$ cat src/core/cpmux_map.svh
// Constants for the controller port multiplexer
`ifndef CPMUX_MAP_SVH
`define CPMUX_MAP_SVH
// ==========================================================
// Stream layout and presence pattern
`define CPMUX_GROUP_BITS 17
`define CPMUX_CONNECT_BIT 17
`define CPMUX_SIG_FIRST 13
`define CPMUX_SIG_LAST 16
`define CPMUX_PROBE_READS 8
`define CPMUX_PROBE_ALL 8'hFF
// Host shift clock half period in ns and in cycles
`define CPMUX_HALF_NS 96
`define CPMUX_MCLK_NS 8
`define CPMUX_HALF_CYC (`CPMUX_HALF_NS / `CPMUX_MCLK_NS)
`endif

$ cat src/core/cpmux_pkg.sv
// Types shared by both ends of the controller port multiplexer
package cpmux_pkg;
    typedef enum logic {
        CPMUX_DUAL_PORT,
        CPMUX_FIVE_PLAYER
    } cpmux_setting_e;
    typedef logic [3:0] cpmux_conn_t;
    typedef enum logic [1:0] {
        CPMUX_OP_READ,
        CPMUX_OP_PROBE,
        CPMUX_OP_NONE
    } cpmux_op_e;
endpackage : cpmux_pkg

$ cat src/core/cpmux_if.sv
// Console port lines between host and adapter
`timescale 1ns/1ps
`default_nettype none
interface cpmux_if;
    logic latch_strobe_line;
    logic shift_clock_line;
    logic group_select_bit;
    logic [1:0] data;
    modport adapter (
        input latch_strobe_line,
        input shift_clock_line,
        input group_select_bit,
        output data
    );
    modport host (
        output latch_strobe_line,
        output shift_clock_line,
        output group_select_bit,
        input data
    );
endinterface : cpmux_if
`default_nettype wire

$ cat src/core/cpmux_host.sv
// Host end: reads two groups and runs the presence check
`timescale 1ns/1ps
`default_nettype none
`include "cpmux_map.svh"
module cpmux_host (
    // Clock and reset
    input wire logic i_mclk,
    input wire logic i_srst,
    // Command
    input wire cpmux_pkg::cpmux_op_e i_op,
    input wire logic i_start,
    // Results
    output logic o_busy,
    output logic o_done,
    output logic [16:0] o_grp_hi_d0,
    output logic [16:0] o_grp_hi_d1,
    output logic [16:0] o_grp_lo_d0,
    output logic [16:0] o_grp_lo_d1,
    output logic o_present,
    // Console side
    cpmux_if.host port
);
    import cpmux_pkg::*;
    typedef enum logic [2:0] {
        CPMUX_IDLE, CPMUX_LATCH, CPMUX_SHIFT, CPMUX_SWAP, CPMUX_FIN
    } cpmux_state_e;
    cpmux_state_e state_q;
    logic probe_q, grp_q, clk_q, lat_q, sel_q;
    logic [4:0] bit_q;
    logic [3:0] tim_q;
    logic [7:0] ph1_q, ph2_q;
    logic [1:0] d_s1_q, d_s2_q, d_s3_q, d_f_q;
    function automatic logic [16:0] shin(input logic [16:0] v,
                                         input logic b);
        shin = {v[15:0], b};
    endfunction : shin
    wire tick_w = (tim_q == 4'(`CPMUX_HALF_CYC - 1));
    // Three-stage sample; change counts once stages two and three agree
    wire [1:0] din_w = d_f_q;
    wire last_w = probe_q ? (bit_q == 5'(2 * `CPMUX_PROBE_READS - 1))
                          : (bit_q == 5'(`CPMUX_GROUP_BITS - 1));
    always_ff @(posedge i_mclk) begin
        d_s1_q <= port.data;
        d_s2_q <= d_s1_q;
        d_s3_q <= d_s2_q;
        if (d_s2_q == d_s3_q) begin
            d_f_q <= d_s3_q;
        end
    end
    always_ff @(posedge i_mclk) begin
        if (i_srst) begin
            state_q <= CPMUX_IDLE;
            {probe_q, grp_q, clk_q, lat_q, o_busy, o_done} <= 6'h00;
            sel_q <= 1'b1;
            bit_q <= 5'h00;
            tim_q <= 4'h0;
            {ph1_q, ph2_q} <= 16'h0000;
            {o_grp_hi_d0, o_grp_hi_d1} <= 34'h0;
            {o_grp_lo_d0, o_grp_lo_d1} <= 34'h0;
            o_present <= 1'b0;
        end else begin
            o_done <= 1'b0;
            tim_q <= tick_w ? 4'h0 : tim_q + 4'h1;
            unique case (state_q)
                CPMUX_IDLE: if (i_start && i_op != CPMUX_OP_NONE) begin
                    probe_q <= (i_op == CPMUX_OP_PROBE);
                    o_busy <= 1'b1;
                    grp_q <= 1'b0;
                    sel_q <= 1'b1;
                    lat_q <= 1'b1;
                    bit_q <= 5'h00;
                    tim_q <= 4'h0;
                    state_q <= CPMUX_LATCH;
                end
                CPMUX_LATCH: if (tick_w) begin
                    lat_q <= probe_q; // Probe keeps latch high
                    state_q <= CPMUX_SHIFT;
                end
                CPMUX_SHIFT: if (tick_w) begin
                    clk_q <= ~clk_q;
                    if (!clk_q) begin
                        // Sample on the rising shift edge
                        if (probe_q) begin
                            if (bit_q < 5'(`CPMUX_PROBE_READS)) begin
                                ph1_q <= {ph1_q[6:0], din_w[1]};
                            end else begin
                                ph2_q <= {ph2_q[6:0], din_w[1]};
                            end
                            if (bit_q == 5'(`CPMUX_PROBE_READS - 1)) begin
                                lat_q <= 1'b0;
                            end
                        end else if (!grp_q) begin
                            o_grp_hi_d0 <= shin(o_grp_hi_d0, din_w[0]);
                            o_grp_hi_d1 <= shin(o_grp_hi_d1, din_w[1]);
                        end else begin
                            o_grp_lo_d0 <= shin(o_grp_lo_d0, din_w[0]);
                            o_grp_lo_d1 <= shin(o_grp_lo_d1, din_w[1]);
                        end
                        bit_q <= bit_q + 5'h01;
                        if (last_w) begin
                            state_q <= (probe_q || grp_q) ? CPMUX_FIN
                                                          : CPMUX_SWAP;
                        end
                    end
                end
                CPMUX_SWAP: if (tick_w) begin
                    // Group 2,3 first: select falls fast, rises slowly
                    sel_q <= 1'b0;
                    // Clock drops in the same cycle as select so the newly gated group sees no edge
                    clk_q <= 1'b0;
                    grp_q <= 1'b1;
                    bit_q <= 5'h00;
                    state_q <= CPMUX_SHIFT;
                end
                CPMUX_FIN: if (tick_w) begin
                    sel_q <= 1'b1;
                    clk_q <= 1'b0;
                    lat_q <= 1'b0;
                    o_busy <= 1'b0;
                    o_done <= 1'b1;
                    if (probe_q) begin
                        o_present <= (ph1_q == `CPMUX_PROBE_ALL) &&
                                     (ph2_q != `CPMUX_PROBE_ALL);
                    end
                    state_q <= CPMUX_IDLE;
                end
                default: state_q <= CPMUX_IDLE;
            endcase
        end
    end
    assign port.latch_strobe_line = lat_q;
    assign port.shift_clock_line = clk_q;
    assign port.group_select_bit = sel_q;
endmodule : cpmux_host
`default_nettype wire

$ cat src/flat_wrapper.sv
// flat-port wrapper written by rule: the top's interface ports become plain ports
module cpmux_host_flat import cpmux_pkg::*;
  (i_mclk, i_srst, i_op, i_start, o_busy, o_done, o_grp_hi_d0, o_grp_hi_d1, o_grp_lo_d0, o_grp_lo_d1, o_present, port_latch_strobe_line, port_shift_clock_line, port_group_select_bit, port_data);
  cpmux_if port_i ();
  input wire logic i_mclk;
  input wire logic i_srst;
  input wire cpmux_pkg::cpmux_op_e i_op;
  input wire logic i_start;
  output logic o_busy;
  output logic o_done;
  output logic [16:0] o_grp_hi_d0;
  output logic [16:0] o_grp_hi_d1;
  output logic [16:0] o_grp_lo_d0;
  output logic [16:0] o_grp_lo_d1;
  output logic o_present;
  output wire logic [$bits(port_i.latch_strobe_line)-1:0] port_latch_strobe_line;
  output wire logic [$bits(port_i.shift_clock_line)-1:0] port_shift_clock_line;
  output wire logic [$bits(port_i.group_select_bit)-1:0] port_group_select_bit;
  input wire logic [$bits(port_i.data)-1:0] port_data;
  assign port_latch_strobe_line = port_i.latch_strobe_line;
  assign port_shift_clock_line = port_i.shift_clock_line;
  assign port_group_select_bit = port_i.group_select_bit;
  assign port_i.data = port_data;
  cpmux_host u_core (.i_mclk(i_mclk), .i_srst(i_srst), .i_op(i_op), .i_start(i_start), .o_busy(o_busy), .o_done(o_done), .o_grp_hi_d0(o_grp_hi_d0), .o_grp_hi_d1(o_grp_hi_d1), .o_grp_lo_d0(o_grp_lo_d0), .o_grp_lo_d1(o_grp_lo_d1), .o_present(o_present), .port(port_i));
endmodule
$ cat config.mk
export PLATFORM = sky130hd
export DESIGN_NAME = cpmux_host_flat
export DESIGN_NICKNAME = d
export VERILOG_FILES = /design/src/core/cpmux_pkg.sv /design/src/core/cpmux_if.sv /design/src/core/cpmux_host.sv /design/src/flat_wrapper.sv
export VERILOG_INCLUDE_DIRS = /design/src /design/src/core
export SDC_FILE = /design/constraint.sdc
export NUM_CORES = 1
export LEC_CHECK = 0
export BUFFER_PORTS_ARGS = -buffer_cell sky130_fd_sc_hd__buf_4
export CAP_MARGIN = 20
export CORE_UTILIZATION = 42
export CTS_CLUSTER_SIZE = 10
export DETAILED_ROUTE_END_ITERATION = 10
export HOLD_SLACK_MARGIN = 0.02
export PLACE_DENSITY_LB_ADDON = 0.08
export SETUP_SLACK_MARGIN = 0.1
export SLEW_MARGIN = 20
export SYNTH_ARGS = -nofsm -noshare
export SYNTH_HDL_FRONTEND = slang
export SYNTH_SLANG_ARGS = --single-unit
export TNS_END_PERCENT = 20
$ cat constraint.sdc
create_clock -name i_mclk -period 6.1 [get_ports i_mclk]
set_input_delay 0.305 -clock i_mclk [delete_from_list [all_inputs] [get_ports i_mclk]]
set_output_delay 0.305 -clock i_mclk [all_outputs]
set_load 0.02 [all_outputs]
Yosys cells after proc, flatten, opt, wreduce, memory -nomap -nowiden:

Index checks and enable logic that the tools add are counted.

* shift-type cells: 0
* bitwise operators: 5
* reductions and logical operators: 26
* $lt $le $gt $ge: 1
* multiplexer cells: 33
* equality and inequality tests: 24
* div/mod/pow operators: 0
* $add $sub $neg: 2
* multipliers: 0

Operator list (count)
* $reduce_and A5 Y1: 5
* $mux W3: 7
* $mux W5: 4
* $ne A2 B1 Y1 const B: 10
* $pmux W5 S3: 1
* $mux W1: 12
* $mux W4: 3
* $pmux W3 S4: 1
* $reduce_and A3 Y1: 4
* $eq A8 B8 Y1 const B: 1
* $ne A8 B8 Y1 const B: 1
* $reduce_and A8 Y1: 1
* $eq A3 B2 Y1 const B: 2
* $pmux W1 S2: 3
* $reduce_and A6 Y1: 1
* $reduce_bool A2 Y1: 3
* $reduce_bool A3 Y1: 2
* $reduce_or A2 Y1: 3
* $add A5 B1 Y5 const B: 1
* $eq A5 B3 Y1 const B: 1
* $eq A5 B4 Y1 const B: 1
* $eq A5 B5 Y1 const B: 1
* $lt A5 B4 Y1 const B: 1
* $not A1 Y1: 5
* 15 further kinds: 17

* logic and storage cells: 112
* latch bits: 0
* memory bits (writable): 0
* bits in read-only memories: 0
* output and inout bits: 74
* memories: 0
* bits in registers: 112

Logic depth before layout (Yosys ltp):

* word-level depth: 6
* mapped depth: 8

Worst setup path after synthesis:

OpenSTA, ideal clock, no wires.

* path type: register to register
* start point: reg u_core.state_q[2]
* end point: reg u_core.o_grp_lo_d1[10]
* buffers on the path: 3
* path slack: 4.060 ns
* clock period less this slack: 2.040 ns
* data required time: 6.030 ns
* arrival time: 1.969 ns
* stages on the path, launching flop included: 9
* cell sequence: dfxtp_1 -> buf_6 -> or3b_1 -> buf_2 -> or3_4 -> nor3b_4 -> buf_6 -> nand2_1 -> a21oi_1

* word-level cells in the longest chain between the ends: 2

Ends and longest elaborated chain
* from (decl): line cpmux_host.sv:27 `cpmux_state_e state_q;`
* from (signal assigned): line cpmux_host.sv:101 `state_q <= (probe_q || grp_q) ? CPMUX_FIN`
* $eq A3 B2 Y1: line cpmux_host.sv:64 `unique case (state_q)`
* $reduce_and A5 Y1 (no line)
* to (signal assigned): line cpmux_host.sv:97 `o_grp_lo_d1 <= shin(o_grp_lo_d1, din_w[1]);`
* to (decl): line cpmux_host.sv:18 `output logic [16:0] o_grp_lo_d1,`

Every way passes these cells.
A chain may end at the register's enable or synchronous reset.

Worst setup path in the final report:

* start point: reg u_core.state_q[1]
* end point: reg u_core.o_grp_lo_d1[15]

The elaborated chain is that of the path after synthesis.

==> summary.txt <==
CTS
-----------------------------------------------------------------------------------------------
Worst-case clock buffer depth ....................................................            2
Clock buffers created by TritonCTS ...............................................            9
Resize count post-CTS ............................................................            0
Clock sink total .................................................................          112
Clock input transition at the sequential cells of the worst setup and hold paths .      0.11 ns
Insertion delay of the later-clocked pin in the worst-skew pair ..................      0.37 ns
Root Buffer ......................................................................     clkbuf_8
Clock tree from TritonCTS ........................................................        built
Max H-tree Level .................................................................            3
Cts hold-fix bufs ................................................................            0
Number of buffers inserted to repair setup after CTS .............................            0

GLOBAL ROUTING
-----------------------------------------------------------------------------------------------
Total global routing overflow ....................................................            0
Pin count of the biggest net entering global routing .............................          103
Total routing usage reported by global routing ...................................        0.171
Number of global-route vias before repair ........................................         3053
Wire length of the first global-routing pass .....................................     14100 um
Antenna violations before repair .................................................            0

DIE
-----------------------------------------------------------------------------------------------
Die outline height ...............................................................       102 um
Total number of placement rows ...................................................           36
Effective utilization at floorplan ...............................................        0.430
Placeable core area ..............................................................     9730 um2
Number of top-level design ports .................................................           81
Floorplan die width ..............................................................       102 um
Area enclosed by the die boundary ................................................    10400 um2

TIMING
-----------------------------------------------------------------------------------------------
Setup repair after global routing missed its margin ..............................        false
Count of final setup violators ...................................................            0
Final worst path period share ....................................................        0.436
Worst rel slew slack .............................................................        0.318
Setup Total Neg Slack ............................................................         0 ns
Hold violation total from the final report .......................................            0
Worst hold margin ................................................................    0.0446 ns
Count of pins over their slew limit ..............................................            0
Post-layout min period ...........................................................      2.66 ns
Timing-limited maximum frequency .................................................      376 MHz
Max Clock Skew ...................................................................    0.0153 ns
Measured slew at the worst slew-check pin ........................................      1.02 ns
Worst setup slack after layout ...................................................      3.44 ns

FINISH
-----------------------------------------------------------------------------------------------
Synthesis-to-layout area growth ..................................................        20.0%
Antenna Diode Count ..............................................................            0
Number of filler cells placed in the layout ......................................         1004
Final std cell area, no fill .....................................................     5020 um2
Total number of nets in the final design .........................................          578
Layout cell share with drive strength beyond 1 ...................................        0.185

HOLD PATH
-----------------------------------------------------------------------------------------------
Hold Path Class .................................................................. input pin to flop
Worst hold path stage count ......................................................            1

DRT
-----------------------------------------------------------------------------------------------
Antenna-violating nets left ......................................................            0
Via Count ........................................................................         3492
Met3 wire length .................................................................       333 um
Met2 routed wirelength ...........................................................      4030 um
Drt via density ..................................................................         4.94
Final wirelength .................................................................      8580 um
Pre-antenna DRT Iters ............................................................            4
Detailed-route DRC error count ...................................................            0
Detailed-route wire length per cell ..............................................      12.1 um
Detailed Route Iter0 Violations ..................................................          135
Met1 layer wirelength in the final routing .......................................      4100 um
Max layer used ...................................................................         met4

PLACED DESIGN
-----------------------------------------------------------------------------------------------
Gpl congestion ...................................................................        0.808
Post-Place Cell Area .............................................................     4820 um2
HPWL Detailed ....................................................................      5650 um
Count of port buffers added during placement .....................................           80
Minimum setup slack after placement ..............................................      3.14 ns

SETUP PATH
-----------------------------------------------------------------------------------------------
Critical path fanouts, max .......................................................           20
Data required time of the critical path ..........................................      6.38 ns
Critical Setup Path Class ........................................................ flop to flop
Reg2reg path depth ...............................................................            6
Arrival time at the worst endpoint ...............................................      2.94 ns
Kind of launch point of the worst setup path .....................................         flop
Type of element capturing the critical path ......................................         flop

YOSYS
-----------------------------------------------------------------------------------------------
Post-Synthesis Cells .............................................................          507
Number of storage elements in the synthesis netlist ..............................          112
Number of synthesized flops with an enable pin ...................................            2
Synth Net Count ..................................................................          516
Post-synth top area share ........................................................        0.526
Dominant register cell in the synthesized netlist ................................      dfxtp_1
Fraction of the yosys area taken by sequential cells .............................        0.541
Number of warnings reported in the yosys synthesis log ...........................            0
Most frequent cell after synthesis ...............................................      nand2_1
Average instance area after synthesis ............................................     8.25 um2
Yosys cell types .................................................................           44
Cell types with the highest counts after synthesis ............................... 162 x nand2_1, 110 x dfxtp_1, 89 x a21oi_1
Post-synth ARST share ............................................................            0
Post-synth top area cell .........................................................      dfxtp_1
Top cells by area in the synthesized netlist ..................................... dfxtp_1 53%, nand2_1 15%, a21oi_1 11%, nor2_1 2.5%, clkbuf_1 2.0%
Combined area of all synthesized cells ...........................................     4190 um2

POWER
-----------------------------------------------------------------------------------------------
Worst IR Drop VDD ................................................................   0.000103 V
Overall Power ....................................................................      1.23 mW
Static leakage ...................................................................      1.90 nW
Pwr dens .........................................................................   245 nW/um2

RUN STATUS
-----------------------------------------------------------------------------------------------
Status ...........................................................................    completed

FLOW RUN
-----------------------------------------------------------------------------------------------
Count of max-cap constraint violations ...........................................            0

layout by cell type, fill, tap and decap left out, types with 3 or more instances in the layout:
cell type	n
o21ai_0	8
inv_8	3
nand3b_1	4
clkbuf_8	9
and3_1	3
xor2_1	3
nand4_1	7
buf_4	82
a31oi_1	3
mux2i_1	8
nor2_1	28
a21oi_1	89
nand2b_1	4
nor2b_1	3
dfxtp_1	110
nor3_1	6
nand2_1	161
nand3_1	7
final cells by class:
class | count | area (um2) | share of cell area
clock buffers | 9 | 124 | 0.0247
clock inverters | 7 | 72.6 | 0.0145
inverters | 2 | 7.51 | 0.00150
multi-input cells | 361 | 1760 | 0.351
flip-flops and latches | 112 | 2260 | 0.451
well taps | 133 | 166 | 0.0331
repair buffers | 83 | 627 | 0.125
sequential cells by signal, indices dropped and copies added (netlist names), 2 cells and up:
name and flops:
u_core.bit_q 5, u_core.d_f_q 2, u_core.d_s1_q 2, u_core.d_s2_q 2
u_core.d_s3_q 2, u_core.o_grp_hi_d0 17, u_core.o_grp_hi_d1 17, u_core.o_grp_lo_d0 17
u_core.o_grp_lo_d1 17, u_core.ph1_q 8, u_core.ph2_q 8, u_core.state_q 3
u_core.tim_q 4
worst max-delay path, cell delays in order (launching register included):
cell,delay (ns)
dfxtp_1,0.63
or3b_1,0.49
or3_4,0.44
nor3b_4,0.55
buf_6,0.27
nand2_1,0.07
a21oi_1,0.11
routing by layer:
metal | vias up | global-route usage
met5 | - | 0
met2 | 68 | 0.278
li1 | 1812 | -
met3 | 10 | 0.0294
met1 | 1602 | 0.223
met4 | 0 | 0.0758
power breakdown:
group          switching [mW]  leakage [nW]  internal (mW)
Clock                   0.270         0.102          0.162
Combinational          0.0291         0.891         0.0173
Sequential            0.00947         0.908          0.741
kinds of logic (layout without fill, tap and decap cells):
kind of cell / count (synthesis) / in the layout / synth area share
AOI/OAI and AO/OA: 108 / 108 / 0.136
xor gates and xnor gates: 5 / 5 / 0.0105
adders and majority gates: 2 / 2 / 0.00598
buffers and inverters: 34 / 101 / 0.0392
DFF: 112 / 112 / 0.541
muxes: 9 / 9 / 0.0218
and+or+nand+nor: 237 / 237 / 0.246
metrics by stage:
| stage | std cells | util |
|---|---|---|
| finish | 707 | 0.516 |
| global route | 707 | 0.516 |
| CTS | 707 | 0.516 |
| detailed placement | 691 | 0.496 |
| global placement | 690 | 0.494 |
| floorplan | 507 | - |
worst paths after layout:
kind,from,end,slack [ns]
max,u_core.state_q[1],u_core.o_grp_lo_d1[15],3.44
min,port_data[0],u_core.d_s1_q[0],0.04
max reg2reg,u_core.state_q[1],u_core.o_grp_lo_d1[15],3.44
min reg2reg,u_core.d_s1_q[0],u_core.d_s2_q[0],0.34
Power figures use the tool's default switching activity.
